--- src/logic/xmd_pkg.sv ---
// Shared constants, encodings and carrier structs for the extended memory decoder.
// Assumes a 32-bit physical address space and one system clock domain.
`default_nettype none

package xmd_pkg;

    localparam int ADDR_W = 32;
    localparam int DEC_W  = 33;

    // Region sizes in the 33-bit decode arithmetic
    localparam logic [32:0] SZ_ZERO = 33'h0_0000_0000;
    localparam logic [32:0] SZ_128K = 33'h0_0002_0000;
    localparam logic [32:0] SZ_256K = 33'h0_0004_0000;
    localparam logic [32:0] SZ_512K = 33'h0_0008_0000;
    localparam logic [32:0] SZ_1MB  = 33'h0_0010_0000;
    localparam logic [32:0] SZ_8MB  = 33'h0_0080_0000;
    localparam logic [32:0] ONE_D   = 33'h0_0000_0001;

    // Fixed address map
    localparam logic [31:0] EXT_BASE     = 32'h0010_0000;
    localparam logic [31:0] VGA_BASE     = 32'h000A_0000;
    localparam logic [31:0] VGA_LIMIT    = 32'h000B_FFFF;
    localparam logic [31:0] HOLE_BASE    = 32'h00F0_0000;
    localparam logic [31:0] HOLE_LIMIT   = 32'h00FF_FFFF;
    localparam logic [31:0] APIC_BASE    = 32'hFEC0_0000;
    localparam logic [31:0] APIC_LIMIT   = 32'hFECF_FFFF;
    localparam logic [31:0] IOAPIC_LIMIT = 32'hFEC0_FFFF;
    localparam logic [31:0] GAP_BASE     = 32'hFED0_0000;
    localparam logic [31:0] GAP_LIMIT    = 32'hFFDF_FFFF;
    localparam logic [31:0] BIOS_BASE    = 32'hFFE0_0000;
    localparam logic [31:0] BIOS_LIMIT   = 32'hFFFF_FFFF;

    // Window granularity: low 20 bits of base are zero, of limit are ones
    localparam logic [19:0] LOW_ZERO = 20'h0_0000;
    localparam logic [19:0] LOW_ONES = 20'hF_FFFF;

    // Field positions
    localparam int IOAPIC_UNIT_LSB = 12;
    localparam int IOAPIC_UNIT_W   = 4;
    localparam int HIGH_SMM_SEGMENT_OFS_W      = 17;

    // Pre-allocated graphics size select
    localparam logic [1:0] GFX_SEL_1MB  = 2'h0;
    localparam logic [1:0] GFX_SEL_512K = 2'h1;
    localparam logic [1:0] GFX_SEL_8MB  = 2'h2;

    // SMM size field codes
    localparam logic [1:0] SMM_SZ_128K = 2'h0;
    localparam logic [1:0] SMM_SZ_256K = 2'h1;
    localparam logic [1:0] SMM_SZ_512K = 2'h2;
    localparam logic [1:0] SMM_SZ_1MB  = 2'h3;

    // Range table indices
    localparam int RG_MAIN     = 0;
    localparam int RG_HOLE     = 1;
    localparam int RG_GFX      = 2;
    localparam int RG_TOP_SMM_SEGMENT     = 3;
    localparam int RG_HIGH_SMM_SEGMENT     = 4;
    localparam int RG_VGA      = 5;
    localparam int RG_IMPEDANCE_COMPENSATION    = 6;
    localparam int RG_IGD_CFG  = 7;
    localparam int RG_IGD_MMIO = 8;
    localparam int RG_APER     = 9;
    localparam int RG_AGP_MEM  = 10;
    localparam int RG_AGP_PF   = 11;
    localparam int RG_IOAPIC   = 12;
    localparam int RG_APIC     = 13;
    localparam int RG_GAP      = 14;
    localparam int RG_BIOS     = 15;
    localparam int RG_NUM      = 16;

    typedef enum logic [1:0] {
        XMD_SRC_CPU = 2'h0,
        XMD_SRC_HUB = 2'h1,
        XMD_SRC_AGP = 2'h2
    } xmd_src_t;

    typedef enum logic [2:0] {
        XMD_TGT_MEM      = 3'h0,
        XMD_TGT_HUB      = 3'h1,
        XMD_TGT_IGD      = 3'h2,
        XMD_TGT_AGP      = 3'h3,
        XMD_TGT_INTERNAL = 3'h4,
        XMD_TGT_NONE     = 3'h5
    } xmd_tgt_t;

    typedef struct packed {
        logic [31:0] addr;
        xmd_src_t    src;
        logic        smm;
        logic        writeback;
    } xmd_req_t;

    typedef struct packed {
        logic [12:0] top_of_main_memory_mb;
        logic        fixed_hole_en;
        logic        gfx_en;
        logic [1:0]  gfx_sel;
        logic        compat_smm_en;
        logic        high_smm_segment_en;
        logic        top_smm_segment_en;
        logic [1:0]  smm_size;
        logic [31:0] impedance_compensation_base;
        logic        igd_mode;
        logic [31:0] igd_cfg_base;
        logic [31:0] igd_mmio_base;
        logic        agp_mode;
        logic        agp_mem_en;
        logic [11:0] win_base;
        logic [11:0] win_limit;
        logic [11:0] pf_base;
        logic [11:0] pf_limit;
        logic [31:0] aper_base;
        logic [11:0] aper_mb;
    } xmd_cfg_t;

    typedef struct packed {
        xmd_tgt_t    target;
        logic [31:0] addr;
        logic        terminate;
        logic        refused;
        logic [3:0]  ioapic_unit;
    } xmd_rsp_t;

    localparam xmd_rsp_t RSP_RST = '{
        target:      XMD_TGT_NONE,
        addr:        32'h0000_0000,
        terminate:   1'b0,
        refused:     1'b0,
        ioapic_unit: 4'h0
    };

endpackage : xmd_pkg

`default_nettype wire

--- src/logic/xmd_decoder.sv ---
// Extended memory address decoder: picks one target per access, registered.
// Assumes configuration is quasi-static and requests are synchronous to i_sys_clk.
`default_nettype none

// Operation
// Accesses from 1 MB to top of main memory go to memory, except the hole.
// Enabled fixed hole sends 15-16 MB to the hub link; memory behind is lost.
// APIC space never relocated; no hardware cap on memory size.
// Graphics enabled reserves 1 MB, 512 K or 8 MB at top of memory.
// SMM processor hits on high segment remap into the legacy video range.
// Non-SMM processor hits on SMM segments terminate, write-backs go to SMM space.
// Hub or AGP cycles to enabled SMM space are refused.
// Top segment sits just above usable memory; SMM accesses keep their address.
// Extended SMM size comes from the SMM size field.
// Downstream accesses in extended SMM range go to the hub link.
// Top of memory to 4 GB defaults to the hub link.
// Impedance compensation registers above memory are claimed internally.
// Internal graphics mode sends its config and mapped ranges to the graphics unit.
// AGP mode sends base/limit window hits to the AGP port.
// AGP mode sends graphics aperture hits to main memory.
// Software keeps graphics, AGP and aperture windows off APIC and high BIOS.
// I/O interrupt-controller range goes to the hub link, 16 units of 4 KB.
// Gap between APIC space and high BIOS always goes to the hub link; enabled high SMM segment hits in it are decoded first.
// Top 2 MB, the high BIOS, goes to the hub link.
// Window registers give address bits 31:20, 1 MB granular.
// Each AGP window claims base <= address <= limit, tested independently.
// AGP windows route only while the bridge memory enable is set.
// Compatible SMM: SMM processor video-range accesses hit memory, others video.
// Exactly one target; SMM and internal first, then graphics, then hub; AGP windows are checked after main memory, APIC, gap and BIOS.
module xmd_decoder #(
    parameter logic [31:0] HIGH_SMM_SEGMENT_BASE     = 32'hFEDA_0000,
    parameter logic [32:0] IMPEDANCE_COMPENSATION_BYTES   = 33'h0_0000_1000,
    parameter logic [32:0] IGD_CFG_BYTES = 33'h0_0000_1000,
    parameter logic [32:0] IGD_MMIO_SZ   = 33'h0_0008_0000
) (
    input  wire logic             i_sys_clk,
    input  wire logic             i_rst,
    input  wire logic             i_valid,
    input  wire xmd_pkg::xmd_req_t i_req,
    input  wire xmd_pkg::xmd_cfg_t i_cfg,
    output logic                  o_valid,
    output xmd_pkg::xmd_rsp_t     o_rsp
);

    // High segment must align to the 128 KB video window it folds into
    if (HIGH_SMM_SEGMENT_BASE[xmd_pkg::HIGH_SMM_SEGMENT_OFS_W-1:0] != '0) begin : g_bad_high_smm_segment
        $error("xmd_decoder: HIGH_SMM_SEGMENT_BASE not 128 KB aligned");
    end
    if (IMPEDANCE_COMPENSATION_BYTES == '0 || IGD_CFG_BYTES == '0 || IGD_MMIO_SZ == '0) begin : g_bad_sz
        $error("xmd_decoder: window sizes must be non-zero");
    end

    logic [32:0]              top_of_system_memory;
    logic [32:0]              gfx_sz;
    logic [32:0]              top_smm_segment_sz;
    logic [32:0]              gfx_base;
    logic [32:0]              top_smm_segment_base;
    logic [32:0]              addr_d;
    logic [32:0]              rg_base  [xmd_pkg::RG_NUM];
    logic [32:0]              rg_limit [xmd_pkg::RG_NUM];
    logic [xmd_pkg::RG_NUM-1:0] rg_en;
    logic [xmd_pkg::RG_NUM-1:0] rg_hit;
    logic                     is_cpu;
    logic                     smm_hit;
    logic                     nxt_valid;
    xmd_pkg::xmd_rsp_t        nxt_rsp;
    logic                     o_valid_ff;
    xmd_pkg::xmd_rsp_t        o_rsp_ff;

    assign addr_d = {1'b0, i_req.addr};
    assign is_cpu = (i_req.src == xmd_pkg::XMD_SRC_CPU);

    // Layout from the top of memory downward: graphics, then top SMM segment
    always_comb begin
        top_of_system_memory = {i_cfg.top_of_main_memory_mb, xmd_pkg::LOW_ZERO};
        gfx_sz = xmd_pkg::SZ_ZERO;
        if (i_cfg.gfx_en) begin
            case (i_cfg.gfx_sel)
                xmd_pkg::GFX_SEL_1MB:  gfx_sz = xmd_pkg::SZ_1MB;
                xmd_pkg::GFX_SEL_512K: gfx_sz = xmd_pkg::SZ_512K;
                xmd_pkg::GFX_SEL_8MB:  gfx_sz = xmd_pkg::SZ_8MB;
                default:               gfx_sz = xmd_pkg::SZ_1MB;
            endcase
        end
        top_smm_segment_sz = xmd_pkg::SZ_ZERO;
        if (i_cfg.top_smm_segment_en) begin
            case (i_cfg.smm_size)
                xmd_pkg::SMM_SZ_128K: top_smm_segment_sz = xmd_pkg::SZ_128K;
                xmd_pkg::SMM_SZ_256K: top_smm_segment_sz = xmd_pkg::SZ_256K;
                xmd_pkg::SMM_SZ_512K: top_smm_segment_sz = xmd_pkg::SZ_512K;
                xmd_pkg::SMM_SZ_1MB:  top_smm_segment_sz = xmd_pkg::SZ_1MB;
                default:              top_smm_segment_sz = xmd_pkg::SZ_1MB;
            endcase
        end
        gfx_base  = top_of_system_memory - gfx_sz;
        top_smm_segment_base = gfx_base - top_smm_segment_sz;
    end

    // Range table; the 33rd bit keeps 4 GB limits from wrapping
    always_comb begin
        rg_base[xmd_pkg::RG_MAIN]      = {1'b0, xmd_pkg::EXT_BASE};
        rg_limit[xmd_pkg::RG_MAIN]     = top_smm_segment_base - xmd_pkg::ONE_D;
        // A wrapped layout (regions larger than memory) must not open a 4 GB main range
        rg_en[xmd_pkg::RG_MAIN]        = (top_smm_segment_base > {1'b0, xmd_pkg::EXT_BASE})
                                         && (top_smm_segment_base <= top_of_system_memory);
        rg_base[xmd_pkg::RG_HOLE]      = {1'b0, xmd_pkg::HOLE_BASE};
        rg_limit[xmd_pkg::RG_HOLE]     = {1'b0, xmd_pkg::HOLE_LIMIT};
        rg_en[xmd_pkg::RG_HOLE]        = i_cfg.fixed_hole_en;
        rg_base[xmd_pkg::RG_GFX]       = gfx_base;
        rg_limit[xmd_pkg::RG_GFX]      = top_of_system_memory - xmd_pkg::ONE_D;
        rg_en[xmd_pkg::RG_GFX]         = i_cfg.gfx_en && (gfx_sz <= top_of_system_memory);
        rg_base[xmd_pkg::RG_TOP_SMM_SEGMENT]      = top_smm_segment_base;
        rg_limit[xmd_pkg::RG_TOP_SMM_SEGMENT]     = gfx_base - xmd_pkg::ONE_D;
        rg_en[xmd_pkg::RG_TOP_SMM_SEGMENT]        = i_cfg.top_smm_segment_en && (top_smm_segment_sz <= gfx_base);
        rg_base[xmd_pkg::RG_HIGH_SMM_SEGMENT]      = {1'b0, HIGH_SMM_SEGMENT_BASE};
        rg_limit[xmd_pkg::RG_HIGH_SMM_SEGMENT]     = {1'b0, HIGH_SMM_SEGMENT_BASE} + xmd_pkg::SZ_128K - xmd_pkg::ONE_D;
        rg_en[xmd_pkg::RG_HIGH_SMM_SEGMENT]        = i_cfg.high_smm_segment_en;
        rg_base[xmd_pkg::RG_VGA]       = {1'b0, xmd_pkg::VGA_BASE};
        rg_limit[xmd_pkg::RG_VGA]      = {1'b0, xmd_pkg::VGA_LIMIT};
        rg_en[xmd_pkg::RG_VGA]         = 1'b1;
        rg_base[xmd_pkg::RG_IMPEDANCE_COMPENSATION]     = {1'b0, i_cfg.impedance_compensation_base};
        rg_limit[xmd_pkg::RG_IMPEDANCE_COMPENSATION]    = {1'b0, i_cfg.impedance_compensation_base} + IMPEDANCE_COMPENSATION_BYTES - xmd_pkg::ONE_D;
        rg_en[xmd_pkg::RG_IMPEDANCE_COMPENSATION]       = ({1'b0, i_cfg.impedance_compensation_base} >= top_of_system_memory);
        rg_base[xmd_pkg::RG_IGD_CFG]   = {1'b0, i_cfg.igd_cfg_base};
        rg_limit[xmd_pkg::RG_IGD_CFG]  = {1'b0, i_cfg.igd_cfg_base} + IGD_CFG_BYTES
                                         - xmd_pkg::ONE_D;
        rg_en[xmd_pkg::RG_IGD_CFG]     = i_cfg.igd_mode;
        rg_base[xmd_pkg::RG_IGD_MMIO]  = {1'b0, i_cfg.igd_mmio_base};
        rg_limit[xmd_pkg::RG_IGD_MMIO] = {1'b0, i_cfg.igd_mmio_base} + IGD_MMIO_SZ
                                         - xmd_pkg::ONE_D;
        rg_en[xmd_pkg::RG_IGD_MMIO]    = i_cfg.igd_mode;
        rg_base[xmd_pkg::RG_APER]      = {1'b0, i_cfg.aper_base};
        rg_limit[xmd_pkg::RG_APER]     = {1'b0, i_cfg.aper_base}
                                         + {1'b0, i_cfg.aper_mb, xmd_pkg::LOW_ZERO}
                                         - xmd_pkg::ONE_D;
        rg_en[xmd_pkg::RG_APER]        = i_cfg.agp_mode && (i_cfg.aper_mb != '0);
        rg_base[xmd_pkg::RG_AGP_MEM]   = {1'b0, i_cfg.win_base, xmd_pkg::LOW_ZERO};
        rg_limit[xmd_pkg::RG_AGP_MEM]  = {1'b0, i_cfg.win_limit, xmd_pkg::LOW_ONES};
        rg_en[xmd_pkg::RG_AGP_MEM]     = i_cfg.agp_mode && i_cfg.agp_mem_en;
        rg_base[xmd_pkg::RG_AGP_PF]    = {1'b0, i_cfg.pf_base, xmd_pkg::LOW_ZERO};
        rg_limit[xmd_pkg::RG_AGP_PF]   = {1'b0, i_cfg.pf_limit, xmd_pkg::LOW_ONES};
        rg_en[xmd_pkg::RG_AGP_PF]      = i_cfg.agp_mode && i_cfg.agp_mem_en;
        rg_base[xmd_pkg::RG_IOAPIC]    = {1'b0, xmd_pkg::APIC_BASE};
        rg_limit[xmd_pkg::RG_IOAPIC]   = {1'b0, xmd_pkg::IOAPIC_LIMIT};
        rg_en[xmd_pkg::RG_IOAPIC]      = 1'b1;
        rg_base[xmd_pkg::RG_APIC]      = {1'b0, xmd_pkg::APIC_BASE};
        rg_limit[xmd_pkg::RG_APIC]     = {1'b0, xmd_pkg::APIC_LIMIT};
        rg_en[xmd_pkg::RG_APIC]        = 1'b1;
        rg_base[xmd_pkg::RG_GAP]       = {1'b0, xmd_pkg::GAP_BASE};
        rg_limit[xmd_pkg::RG_GAP]      = {1'b0, xmd_pkg::GAP_LIMIT};
        rg_en[xmd_pkg::RG_GAP]         = 1'b1;
        rg_base[xmd_pkg::RG_BIOS]      = {1'b0, xmd_pkg::BIOS_BASE};
        rg_limit[xmd_pkg::RG_BIOS]     = {1'b0, xmd_pkg::BIOS_LIMIT};
        rg_en[xmd_pkg::RG_BIOS]        = 1'b1;
    end

    // Each window is compared on its own, so overlaps never hide a hit
    for (genvar g = 0; g < xmd_pkg::RG_NUM; g++) begin : g_rng
        xmd_range_cmp #(
            .W (xmd_pkg::DEC_W)
        ) u_cmp (
            .i_addr  (addr_d),
            .i_base  (rg_base[g]),
            .i_limit (rg_limit[g]),
            .i_en    (rg_en[g]),
            .o_hit   (rg_hit[g])
        );
    end

    assign smm_hit = rg_hit[xmd_pkg::RG_HIGH_SMM_SEGMENT] || rg_hit[xmd_pkg::RG_TOP_SMM_SEGMENT];

    // One priority chain yields exactly one target per access
    always_comb begin
        nxt_valid = i_valid;
        nxt_rsp = xmd_pkg::RSP_RST;
        nxt_rsp.target = xmd_pkg::XMD_TGT_HUB;
        nxt_rsp.addr = i_req.addr;
        if (addr_d < {1'b0, xmd_pkg::EXT_BASE}) begin
            if (rg_hit[xmd_pkg::RG_VGA]) begin
                if (i_cfg.compat_smm_en && is_cpu && i_req.smm) begin
                    nxt_rsp.target = xmd_pkg::XMD_TGT_MEM;
                end else if (i_cfg.igd_mode) begin
                    nxt_rsp.target = xmd_pkg::XMD_TGT_IGD;
                end else begin
                    nxt_rsp.target = xmd_pkg::XMD_TGT_HUB;
                end
            end else if (addr_d < {1'b0, xmd_pkg::VGA_BASE}) begin
                nxt_rsp.target = xmd_pkg::XMD_TGT_MEM;
            end
        end else if (smm_hit) begin
            if (is_cpu && (i_req.smm || i_req.writeback)) begin
                nxt_rsp.target = xmd_pkg::XMD_TGT_MEM;
                if (rg_hit[xmd_pkg::RG_HIGH_SMM_SEGMENT]) begin
                    // Physical memory behind the high segment is never reached
                    nxt_rsp.addr = {xmd_pkg::VGA_BASE[31:xmd_pkg::HIGH_SMM_SEGMENT_OFS_W],
                                    i_req.addr[xmd_pkg::HIGH_SMM_SEGMENT_OFS_W-1:0]};
                end
            end else if (is_cpu) begin
                nxt_rsp.target = xmd_pkg::XMD_TGT_NONE;
                nxt_rsp.terminate = 1'b1;
            end else begin
                nxt_rsp.target = xmd_pkg::XMD_TGT_HUB;
                nxt_rsp.refused = 1'b1;
            end
        end else if (rg_hit[xmd_pkg::RG_IMPEDANCE_COMPENSATION]) begin
            nxt_rsp.target = xmd_pkg::XMD_TGT_INTERNAL;
        end else if (rg_hit[xmd_pkg::RG_IGD_CFG] || rg_hit[xmd_pkg::RG_IGD_MMIO]) begin
            nxt_rsp.target = xmd_pkg::XMD_TGT_IGD;
        end else if (rg_hit[xmd_pkg::RG_GFX]) begin
            nxt_rsp.target = xmd_pkg::XMD_TGT_IGD;
        end else if (rg_hit[xmd_pkg::RG_HOLE]) begin
            nxt_rsp.target = xmd_pkg::XMD_TGT_HUB;
        end else if (rg_hit[xmd_pkg::RG_MAIN]) begin
            nxt_rsp.target = xmd_pkg::XMD_TGT_MEM;
        end else if (rg_hit[xmd_pkg::RG_APIC]) begin
            nxt_rsp.target = xmd_pkg::XMD_TGT_HUB;
            if (rg_hit[xmd_pkg::RG_IOAPIC]) begin
                nxt_rsp.ioapic_unit = i_req.addr[xmd_pkg::IOAPIC_UNIT_LSB
                                      +: xmd_pkg::IOAPIC_UNIT_W];
            end
        end else if (rg_hit[xmd_pkg::RG_GAP]) begin
            nxt_rsp.target = xmd_pkg::XMD_TGT_HUB;
        end else if (rg_hit[xmd_pkg::RG_BIOS]) begin
            nxt_rsp.target = xmd_pkg::XMD_TGT_HUB;
        end else if (rg_hit[xmd_pkg::RG_APER]) begin
            nxt_rsp.target = xmd_pkg::XMD_TGT_MEM;
        end else if (rg_hit[xmd_pkg::RG_AGP_MEM] || rg_hit[xmd_pkg::RG_AGP_PF]) begin
            nxt_rsp.target = xmd_pkg::XMD_TGT_AGP;
        end
    end

    always_ff @(posedge i_sys_clk) begin
        if (i_rst) begin
            o_valid_ff <= 1'b0;
        end else begin
            o_valid_ff <= nxt_valid;
        end
    end

    always_ff @(posedge i_sys_clk) begin
        if (i_rst) begin
            o_rsp_ff <= xmd_pkg::RSP_RST;
        end else begin
            o_rsp_ff <= nxt_rsp;
        end
    end

    assign o_valid = o_valid_ff;
    assign o_rsp   = o_rsp_ff;

    // Checks
    logic [31:0] chk_addr;
    logic        chk_hi_pri;
    assign chk_addr   = i_req.addr;
    assign chk_hi_pri = smm_hit || rg_hit[xmd_pkg::RG_IMPEDANCE_COMPENSATION] || rg_hit[xmd_pkg::RG_IGD_CFG]
                        || rg_hit[xmd_pkg::RG_IGD_MMIO] || rg_hit[xmd_pkg::RG_GFX]
                        || (addr_d < {1'b0, xmd_pkg::EXT_BASE});
endmodule // xmd_decoder

`default_nettype wire

--- src/logic/xmd_range_cmp.sv ---
// Inclusive base/limit range comparator.
// Assumes the caller sets an empty or disabled range through i_en.
`default_nettype none

module xmd_range_cmp #(
    parameter int W = 33
) (
    input  wire logic [W-1:0] i_addr,
    input  wire logic [W-1:0] i_base,
    input  wire logic [W-1:0] i_limit,
    input  wire logic         i_en,
    output logic              o_hit
);

    if (W < 2) begin : g_bad_w
        $error("xmd_range_cmp: W too small");
    end

    assign o_hit = i_en && (i_addr >= i_base) && (i_addr <= i_limit);

endmodule // xmd_range_cmp

`default_nettype wire

--- config.mk ---
export PLATFORM = sky130hd
export DESIGN_NAME = xmd_decoder
export DESIGN_NICKNAME = d
export VERILOG_FILES = /design/src/logic/xmd_pkg.sv /design/src/logic/xmd_decoder.sv /design/src/logic/xmd_range_cmp.sv
export SDC_FILE = /design/constraint.sdc
export NUM_CORES = 1
export LEC_CHECK = 0
export BUFFER_PORTS_ARGS = -buffer_cell sky130_fd_sc_hd__buf_2
export CAP_MARGIN = 30
export CELL_PAD_IN_SITES_DETAIL_PLACEMENT = 0
export CELL_PAD_IN_SITES_GLOBAL_PLACEMENT = 1
export CORE_MARGIN = 2
export CORE_UTILIZATION = 35
export CTS_CLUSTER_SIZE = 25
export DETAILED_ROUTE_END_ITERATION = 7
export GPL_TIMING_DRIVEN = 0
export PLACE_DENSITY = 0.82
export SETUP_SLACK_MARGIN = 0.1
export SYNTH_ARGS = -nofsm -noshare
export SYNTH_HDL_FRONTEND = slang
export SYNTH_SLANG_ARGS = --single-unit
--- constraint.sdc ---
create_clock -name i_sys_clk -period 13.9 [get_ports i_sys_clk]
set_input_delay 0.695 -clock i_sys_clk [delete_from_list [all_inputs] [get_ports i_sys_clk]]
set_output_delay 0.695 -clock i_sys_clk [all_outputs]
set_load 0.05 [all_outputs]
**Word-level counts from Yosys, hierarchy flattened**

Index checks and enable logic that the tools add are counted.

- Register bits: 42
- Input bits: 252
- Output and inout bits: 42
- Word-level logic and storage cells: 146

- Add/subtract/negate cells: 13
- Magnitude comparators: 38
- Equality and inequality tests: 5
- Multiplexer cells: 37
- Bitwise gates (word level): 3
- Reductions and logical operators: 44

Operators by type and width:

| cell | number |
|---|---|
| $le A32 B33 Y1 | 7 |
| $sub A33 B1 Y33 const B | 7 |
| $ge A32 B32 Y1 | 6 |
| $le A32 B32 Y1 const B | 5 |
| $pmux W33 S4 | 1 |
| $ge A32 B32 Y1 const B | 4 |
| $ge A32 B33 Y1 | 3 |
| $le A33 B33 Y1 | 3 |
| $add A32 B13 Y33 const B | 2 |
| $sub A33 B33 Y33 | 2 |
| $le A32 B32 Y1 | 2 |
| $mux W32 | 2 |
| $pmux W24 S2 | 1 |
| $mux W3 | 14 |
| $mux W38 | 1 |
| $logic_and A1 B1 Y1 | 35 |
| $mux W34 | 1 |
| $add A32 B20 Y33 const B | 1 |
| $add A32 B32 Y33 | 1 |
| $gt A33 B21 Y1 const B | 1 |
| $mux W33 | 1 |
| $ge A32 B20 Y1 const B | 1 |
| $ge A32 B21 Y1 const B | 1 |
| $ge A32 B24 Y1 const B | 1 |
| other kinds (16) | 37 |

**Depth between registers and ports, before layout**

Gate-level depths: netlist of run 1.

- Word-level depth: 16
- Gate-level depth with buffers: 27
- Depth with buffers taken out: 27

**Cells and area by module**

From an unflattened synthesis of run 1, not the netlist that was laid out.

- Cells, all modules: 4700
- Area total of the unflattened synthesis: 33799.9 µm²

By module, submodules not included:

| module | times used | cells an instance | area an instance (µm²) | seq. area each (µm²) |
|---|---|---|---|---|
| xmd_range_cmp (g_rng[0].u_cmp ...) | 15 | 231 | 1660.3 | 0.0 |
| xmd_decoder | 1 | 1006 | 7249.5 | 840.8 |
| xmd_range_cmp (g_rng[12].u_cmp) | 1 | 229 | 1645.3 | 0.0 |

**Worst setup path before layout of run 1**

OpenSTA, ideal clock, no wires.

- Path type: in2reg
- Start: input i_cfg[196] (netlist name)
- End: register o_rsp_ff, in the netlist o_rsp[38]
- Library setup time: 0.073 ns
- Arrival time: 5.252 ns
- Data required time: 13.827 ns
- Slack: 8.575 ns
- Cell stages on the path: 23
- Path buffers: 0
- Cell sequence: inv_1 > ha_1 > nand2_1 > fa_1 > ha_1 > a21oi_1 > a41oi_1 > xor2_1 > a2111oi_2 > nand4_1 > xor2_1 > ha_1 > nand2_1 > nor2_1 > o21a_1 > o21ai_0 > a31oi_1 > nand2_1 > mux2i_1 > o2bb2ai_1 > nor2_1 > or4_1 > o22ai_2

- Cells in the longest elaborated chain, start to end: 16
- Elaborated cells on any way between the ends: 33
- Those cells by class: 4 x add/sub; 8 x order compare; 2 x eq/ne; 9 x mux; 10 x reduce/logical

RTL lines:

| what | RTL line | source |
|---|---|---|
| start, declared | xmd_decoder.sv:40 | `input wire xmd_pkg::xmd_cfg_t i_cfg,` |
| $eq A2 B2 Y1 or $eq A2 B1 Y1 (tied branches) | xmd_decoder.sv:78 | `case (i_cfg.gfx_sel)` |
| $pmux W24 S2 (*) | xmd_decoder.sv:78 |  |
| $mux W24 (*) | xmd_decoder.sv:77 | `if (i_cfg.gfx_en) begin` |
| branches (longest 11 deep; another with $sub A33 B33 Y33) | n/a |  |
| $mux W3 (*) | xmd_decoder.sv:190 | `end else if (smm_hit) begin` |
| $mux W3 (*) | xmd_decoder.sv:178 | `if (addr_d < {1'b0, xmd_pkg::EXT_BASE}) begin` |
| end signal, assigned | xmd_decoder.sv:242 | `o_rsp_ff <= xmd_pkg::RSP_RST;` |
| end signal, assigned | xmd_decoder.sv:244 | `o_rsp_ff <= nxt_rsp;` |
| end, declared | xmd_decoder.sv:68 | `xmd_pkg::xmd_rsp_t o_rsp_ff;` |

Every way passes the cells marked *.
A chain may end at the register's enable or synchronous reset.

**Final worst setup path of run 1**

- Start: input i_cfg[13] (netlist name)
- End: register o_rsp_ff, in the netlist o_rsp[38]

- Cells in the longest elaborated chain, start to end: 15
- Elaborated cells on any way between the ends: 17
- Those cells by class: 2 x add/sub; 2 x order compare; 11 x mux; 2 x reduce/logical

RTL lines:

| what | RTL line | source |
|---|---|---|
| $add A32 B32 Y33 | xmd_decoder.sv:134 | `+ {1'b0, i_cfg.aper_mb, xmd_pkg::LOW_ZERO}` |
| $sub A33 B1 Y33 | xmd_decoder.sv:135 | `- xmd_pkg::ONE_D;` |
| $le A32 B33 Y1 | xmd_range_cmp.sv:19 | `assign o_hit = i_en && (i_addr >= i_base) && (i_addr <= i_limit);` |
| $logic_and A1 B1 Y1 (*) | xmd_range_cmp.sv:19 |  |
| $mux W3 (*) | xmd_decoder.sv:225 | `end else if (rg_hit[xmd_pkg::RG_APER]) begin` |
| $mux W3 (*) | xmd_decoder.sv:223 | `end else if (rg_hit[xmd_pkg::RG_BIOS]) begin` |
| $mux W3 (*) | xmd_decoder.sv:221 | `end else if (rg_hit[xmd_pkg::RG_GAP]) begin` |
| $mux W3 (*) | xmd_decoder.sv:215 | `end else if (rg_hit[xmd_pkg::RG_APIC]) begin` |
| $mux W3 (*) | xmd_decoder.sv:213 | `end else if (rg_hit[xmd_pkg::RG_MAIN]) begin` |
| $mux W3 (*) | xmd_decoder.sv:211 | `end else if (rg_hit[xmd_pkg::RG_HOLE]) begin` |
| $mux W3 (*) | xmd_decoder.sv:209 | `end else if (rg_hit[xmd_pkg::RG_GFX]) begin` |
| $mux W3 (*) | xmd_decoder.sv:207 | `end else if (rg_hit[xmd_pkg::RG_IGD_CFG] \|\| rg_hit[xmd_pkg::RG_IGD_MMIO]) begin` |
| $mux W3 (*) | xmd_decoder.sv:205 | `end else if (rg_hit[xmd_pkg::RG_IMPEDANCE_COMPENSATION]) begin` |
| $mux W3 (*) | xmd_decoder.sv:190 |  |
| $mux W3 (*) | xmd_decoder.sv:178 |  |

Every way passes the cells marked *; elsewhere a longest branch is shown, timed or not.

==> flow_metrics.py, run 1 <==
metrics = {
    "layout": {
        "multi_input_area_um2": 14000,
        "drive_above_1_share": 0.143,
        "fin_util": 0.406,
        "nFillCells": 4680,
        "instances_no_fill": 2997,
        "final_nets": 3087,
        "areaGrowthSynthToFinish_pct": 15.0,
        "seq_area_um2": 841,
    },
    "route": {
        "wl_mm": 58.8,
        "drt_iter0_drc": 996,
        "wl_per_cell_um": 19.6,
        "num_vias": 16800,
        "drtPass1Iterations": 5,
        "antenna_left": 0,
        "drc": 0,
        "viasPerCell": 5.62,
    },
    "yosys": {
        "yosys-top-cells-area": "ha_1, xnor2_1, inv_1",
        "synth_top_cell_area_share": 0.347,
        "yosysUniqueCellTypes": 90,
        "synth_compound_gate_area_share": 0.215,
        "synth-async-reset-ratio": 0,
        "synth_xor_area_frac": 0.0948,
        "synth_flop_cell": "dfxtp_1",
        "synthMuxAreaShare": 0.00125,
        "synth_fp_nets": 2790,
        "yosysWarnings": 0,
        "synth_edf_count": 0,
        "synthCells": 2093,
        "synthSimpleGateAreaFrac": 0.215,
        "ys_seq_area_frac": 0.0526,
        "synth_top_family_by_area": "adder cells",
        "synth-seq-cells": 42,
        "synth_top_area_cell": "ha_1",
        "avgSynthCellArea_um2": 7.63,
        "yosys.area_share.adder": 0.351,
        "syn-cell-area_um2": 16000,
    },
    "critical_path": {
        "cp-start-kind": "input pin",
        "critical_path.max_stage_delay_ns": 0.53,
        "worst-endpoint-required_ns": 14.09,
        "crit_end": "o_rsp[38]$_SDFF_PP1_",
        "path_class": "in2reg",
        "cp.arrival_ns": 6.53,
        "crit_slowest_cell": "o21ai_0",
        "crit_cells": 27,
        "crit_path_end_kind": "flop",
        "crit_buf_inv": 4,
        "crit_top_cell": "o21ai_0",
        "crit_family": "compound AO/OA/AOI/OAI gates",
        "critPathMaxFanout": 4,
        "crit_start": "i_cfg[13]",
    },
    "floorplanning": {
        "die_x_um": 218,
        "core_um2": 45200,
        "chipHeight_um": 218,
        "num_io_pins": 294,
        "start_util": 0.353,
        "die-area_um2": 47400,
        "rows": 78,
    },
    "timing": {
        "worst_pin_slew_ns": 1.23,
        "min_period_ns": 6.34,
        "final-max-slew-violation-count": 0,
        "worst_slack_ns": 7.56,
        "timing.fmax_mhz": 158,
        "period_share": 0.456,
        "relSlewSlack": 0.158,
        "hold_viol": 0,
        "setup_viol": 0,
        "fin_tns_setup_ns": 0,
        "rsz0062_at_grt": "no",
    },
    "place": {
        "dp_slack_ns": 7.31,
        "gp_congestion": 0.908,
        "hpwl_mm": 47.4,
        "dp_cells": 2983,
        "port_buffers": 289,
    },
    "flow_run": {
        "cap_violations": 0,
    },
    "global_route": {
        "antenna_found_initial": 10,
        "overflow": 0,
        "gr-usage-all-layers": 0.242,
        "grt_pass1_vias": 16600,
        "grt_pass1_wl_mm": 90.3,
        "grt_max_degree": 24,
    },
    "run_status": {
        "status": "completed",
    },
    "clock_network": {
        "root_buffer": "clkbuf_16",
        "cts_tree": "done",
        "cts_hold_buf": 0,
        "cts_sinks": 42,
        "htree_levels": 2,
        "numCtsBuffers": 5,
        "postCtsSetupBuffers": 0,
        "clock_path_buffers": 2,
        "cts-resized-gates": 0,
        "clk_pin_slew_ns": 0.08,
    },
    "power_and_ir_drop": {
        "finalPower_mw": 0.979,
        "combPwrFrac": 0.717,
        "swShare": 0.491,
        "power.density_nw_per_um2": 53.3,
        "seqPwrFrac": 0.131,
        "intPower_mw": 0.498,
        "p_leak_nw": 9.43,
        "vdd_ir_drop_max_mv": 0.0498,
        "pwr-share-clk": 0.152,
        "power.net_switching_mw": 0.481,
    },
    "min_path": {
        "min_path_type": "in2reg",
    },
}
## worst min-delay path by stage
stage,start,to,cells past startpoint
finish,i_valid,o_valid$_SDFF_PP0_,2
global route,i_valid,o_valid$_SDFF_PP0_,2
CTS,i_valid,o_valid$_SDFF_PP0_,2
detailed placement,i_valid,o_valid$_SDFF_PP0_,2
global placement,i_valid,o_valid$_SDFF_PP0_,2
floorplan,i_req[24],o_rsp[26]$_SDFF_PP0_,1
## registers in the layout (all words and copies together), names as in the netlist
register / flops
o_rsp: 41
o_valid: 1
## layout by cell type (no fill, tap or decap), drive strengths merged, types with 22 or more instances in the layout
cell type    n
ha         443
buf        298
inv        275
xnor2      142
a21oi      123
a21o       108
nand2      107
nor2       100
nand4       85
o21ai       79
nor3        69
nand3       65
nor2b       44
dfxtp       42
nor4        38
o21a        27
o211ai      24
xor2        24
a211oi      23
and2        22
## metal layers
metal / routed length, µm / up-vias / share of wire / track usage
li1: - / 8291 / - / -
met1: 26600 / 7946 / 0.45 / 0.313
met2: 27000 / 490 / 0.46 / 0.414
met3: 3070 / 114 / 0.052 / 0.0250
met4: 2080 / 6 / 0.035 / 0.0879
met5: 34 / - / 0.00058 / 0
## cells in the mapped netlist, drive strengths merged, types with 44 or more instances
library cell and instances:
o21ai 79, nor2 100, ha 443, a21oi 123, nand2 107, nor3 69, nand4 85, nor2b 44
a21o 108, xnor2 142, nand3 65, inv 274
## cell type report
class                           instances  area share
Timing Repair Buffer                  290      0.0793
Sequential cell                        42      0.0458
Clock inverter                          3     0.00266
Inverter                              275      0.0565
Buffer                                 16     0.00450
Clock buffer                            5     0.00681
Antenna cell                            6    0.000817
Tap cell                              600      0.0409
Multi-Input combinational cell       1760       0.763
## power groups by stage
| stage | Sequential, mW | Clock, mW | Combinational (mW) |
|---|---|---|---|
| finish | 0.128 | 0.149 | 0.703 |
| floorplan | 0.153 | 0 | 0.448 |
| detailed placement | 0.131 | 0 | 0.696 |
| global placement | 0.131 | 0 | 0.672 |
| CTS | 0.128 | 0.153 | 0.700 |
| global route | 0.128 | 0.156 | 0.790 |
## cell families (layout without fill, tap and decap cells)
group / Yosys count / count (layout)
adder cells (fa/ha/maj): 447 / 447
other: 0 / 6
XOR/XNOR: 168 / 168
buffers and inverters: 291 / 589
AND/OR/NAND/NOR: 636 / 636
multiplexers: 2 / 2
AO/OA/AOI/OAI: 507 / 507
flip-flops: 42 / 42
## metrics by stage
stage	hold slack (ns)	instance area, µm²
2_1_floorplan	0.817	16000
3_3_place_gp	0.922	18200
3_5_place_dp	0.933	18200
4_1_cts	0.622	18400
5_1_grt	0.635	18400
6_report	0.633	18400
No activity file was read; power rests on OpenSTA's default activity.
==> inputs of run 2 (changes only) <==
Clock period 13.9 ns to 6 ns, I/O delays scaled along.
==> run 2 against run 1 <==
Sequential power grew 130%. Worst hold slack lost 0.40 ns. Global-route usage stayed put. Largest cell class unchanged. Highest routed layer unchanged.
==> flow_metrics.py, run 2 (synthesis results as in run 1) <==
metrics = {
    "layout": {
        "drive_above_1_share": 0.145,
        "areaGrowthSynthToFinish_pct": 15.2,
        "instances_no_fill": 2998,
        "final_nets": 3087,
        "largest_reg_flops": 41,
        "nFillCells": 4674,
        "layout_common_cells": "ha_1, buf_2, inv_1",
        "mostFrequentLayoutCell": "ha_1",
    },
    "min_path": {
        "min_path_type": "in2reg",
    },
    "floorplanning": {
        "start_util": 0.353,
        "rows": 78,
        "chipHeight_um": 218,
        "num_io_pins": 294,
        "die_x_um": 218,
        "core_um2": 45200,
        "die-area_um2": 47400,
    },
    "place": {
        "gp_congestion": 0.908,
        "hpwl_mm": 47.4,
        "port_buffers": 289,
        "dp_cells": 2983,
        "dp_slack_ns": -0.192,
    },
    "power_and_ir_drop": {
        "power.density_nw_per_um2": 124,
        "vdd_ir_drop_max_mv": 0.116,
        "intPower_mw": 1.16,
        "power.net_switching_mw": 1.12,
        "pwr-share-clk": 0.151,
        "p_leak_nw": 9.44,
        "seqPwrFrac": 0.130,
        "combPwrFrac": 0.719,
        "finalPower_mw": 2.28,
        "swShare": 0.492,
    },
    "critical_path": {
        "critical_path.max_stage_delay_ns": 0.39,
        "crit_path_end_kind": "flop",
        "critPathMaxFanout": 4,
        "cp.arrival_ns": 5.73,
        "path_class": "in2reg",
        "crit_buf_inv": 4,
        "cp-start-kind": "input pin",
        "worst-endpoint-required_ns": 6.19,
        "crit_family": "compound AO/OA/AOI/OAI gates",
        "crit_slowest_cell": "fa_1",
    },
    "clock_network": {
        "cts_tree": "done",
        "clk_pin_slew_ns": 0.08,
        "htree_levels": 2,
        "postCtsSetupBuffers": 0,
        "cts_sinks": 42,
        "clock_path_buffers": 2,
        "root_buffer": "clkbuf_16",
        "cts_hold_buf": 0,
        "numCtsBuffers": 5,
    },
    "timing": {
        "setup_viol": 0,
        "relSlewSlack": 0.157,
        "min_period_ns": 5.54,
        "worst_pin_slew_ns": 1.23,
        "hold_viol": 0,
        "fin_tns_setup_ns": 0,
        "period_share": 0.923,
        "rsz0062_at_grt": "yes",
        "worst_slack_ns": 0.463,
        "timing.fmax_mhz": 181,
        "hold_slack_ns": 0.238,
        "final-max-slew-violation-count": 0,
    },
    "run_status": {
        "status": "completed",
    },
    "route": {
        "viasPerCell": 5.64,
        "drtPass1Iterations": 5,
        "drt_iter0_drc": 1077,
        "antenna_left": 0,
        "wl_per_cell_um": 19.6,
        "drc": 0,
        "wl_mm": 58.9,
        "num_vias": 16900,
    },
    "global_route": {
        "grt_pass1_vias": 16600,
        "antenna_found_initial": 10,
        "overflow": 0,
        "grt_max_degree": 24,
        "gr-usage-all-layers": 0.242,
        "grt_pass1_wl_mm": 90.3,
    },
    "flow_run": {
        "cap_violations": 0,
    },
}
[run 2: changes by cell type in the layout (fill, tap and decap cells not counted), sizes merged]
cell	change
diode	+1
[run 2: per-layer routing]
metal  vias up  part of all wire  track usage
li1       8291                 -            -
met1      7956              0.45        0.313
met2       534              0.46        0.414
met3       119             0.056       0.0250
met4         6             0.036       0.0879
met5         -           0.00058            0
[run 2: worst paths after layout]
kind	start	to	slack [ns]	cells after the start
setup / recovery	i_cfg[13]	o_rsp[38]$_SDFF_PP1_	0.46	27
hold / removal	i_valid	o_valid$_SDFF_PP0_	0.24	2
[run 2: layout make-up]
cell class                      count  area, µm²  area share
Sequential cell                    42        841      0.0457
Timing Repair Buffer              290       1460      0.0791
Clock buffer                        5        125     0.00680
Tap cell                          600        751      0.0408
Multi-Input combinational cell   1760      14000       0.763
Clock inverter                      3       48.8     0.00265
Inverter                          275       1040      0.0564
Buffer                             16       82.6     0.00449
Antenna cell                        7       17.5    0.000952
[run 2: repair_timing]
action                                  CTS  global route
resized for setup                         0             7
endpoints found under the setup margin    0             6
endpoints found under the hold margin     0             0
[run 2: metrics by stage]
| stage | area [µm²] | util |
|---|---|---|
| 2_1_floorplan | 16000 | - |
| 3_5_place_dp | 18200 | 0.402 |
| 4_1_cts | 18400 | 0.406 |
| 5_1_grt | 18400 | 0.407 |
| 6_report | 18400 | 0.407 |
| 3_3_place_gp | 18200 | 0.402 |
[run 2: power groups by stage]
| stage | Sequential, mW | Clock, mW | Combinational [mW] |
|---|---|---|---|
| final | 0.296 | 0.344 | 1.64 |
| after floorplan | 0.354 | 0 | 1.04 |
| after global routing | 0.297 | 0.361 | 1.84 |
| after CTS | 0.296 | 0.354 | 1.62 |
| after detailed placement | 0.303 | 0 | 1.61 |
| after global placement | 0.302 | 0 | 1.56 |
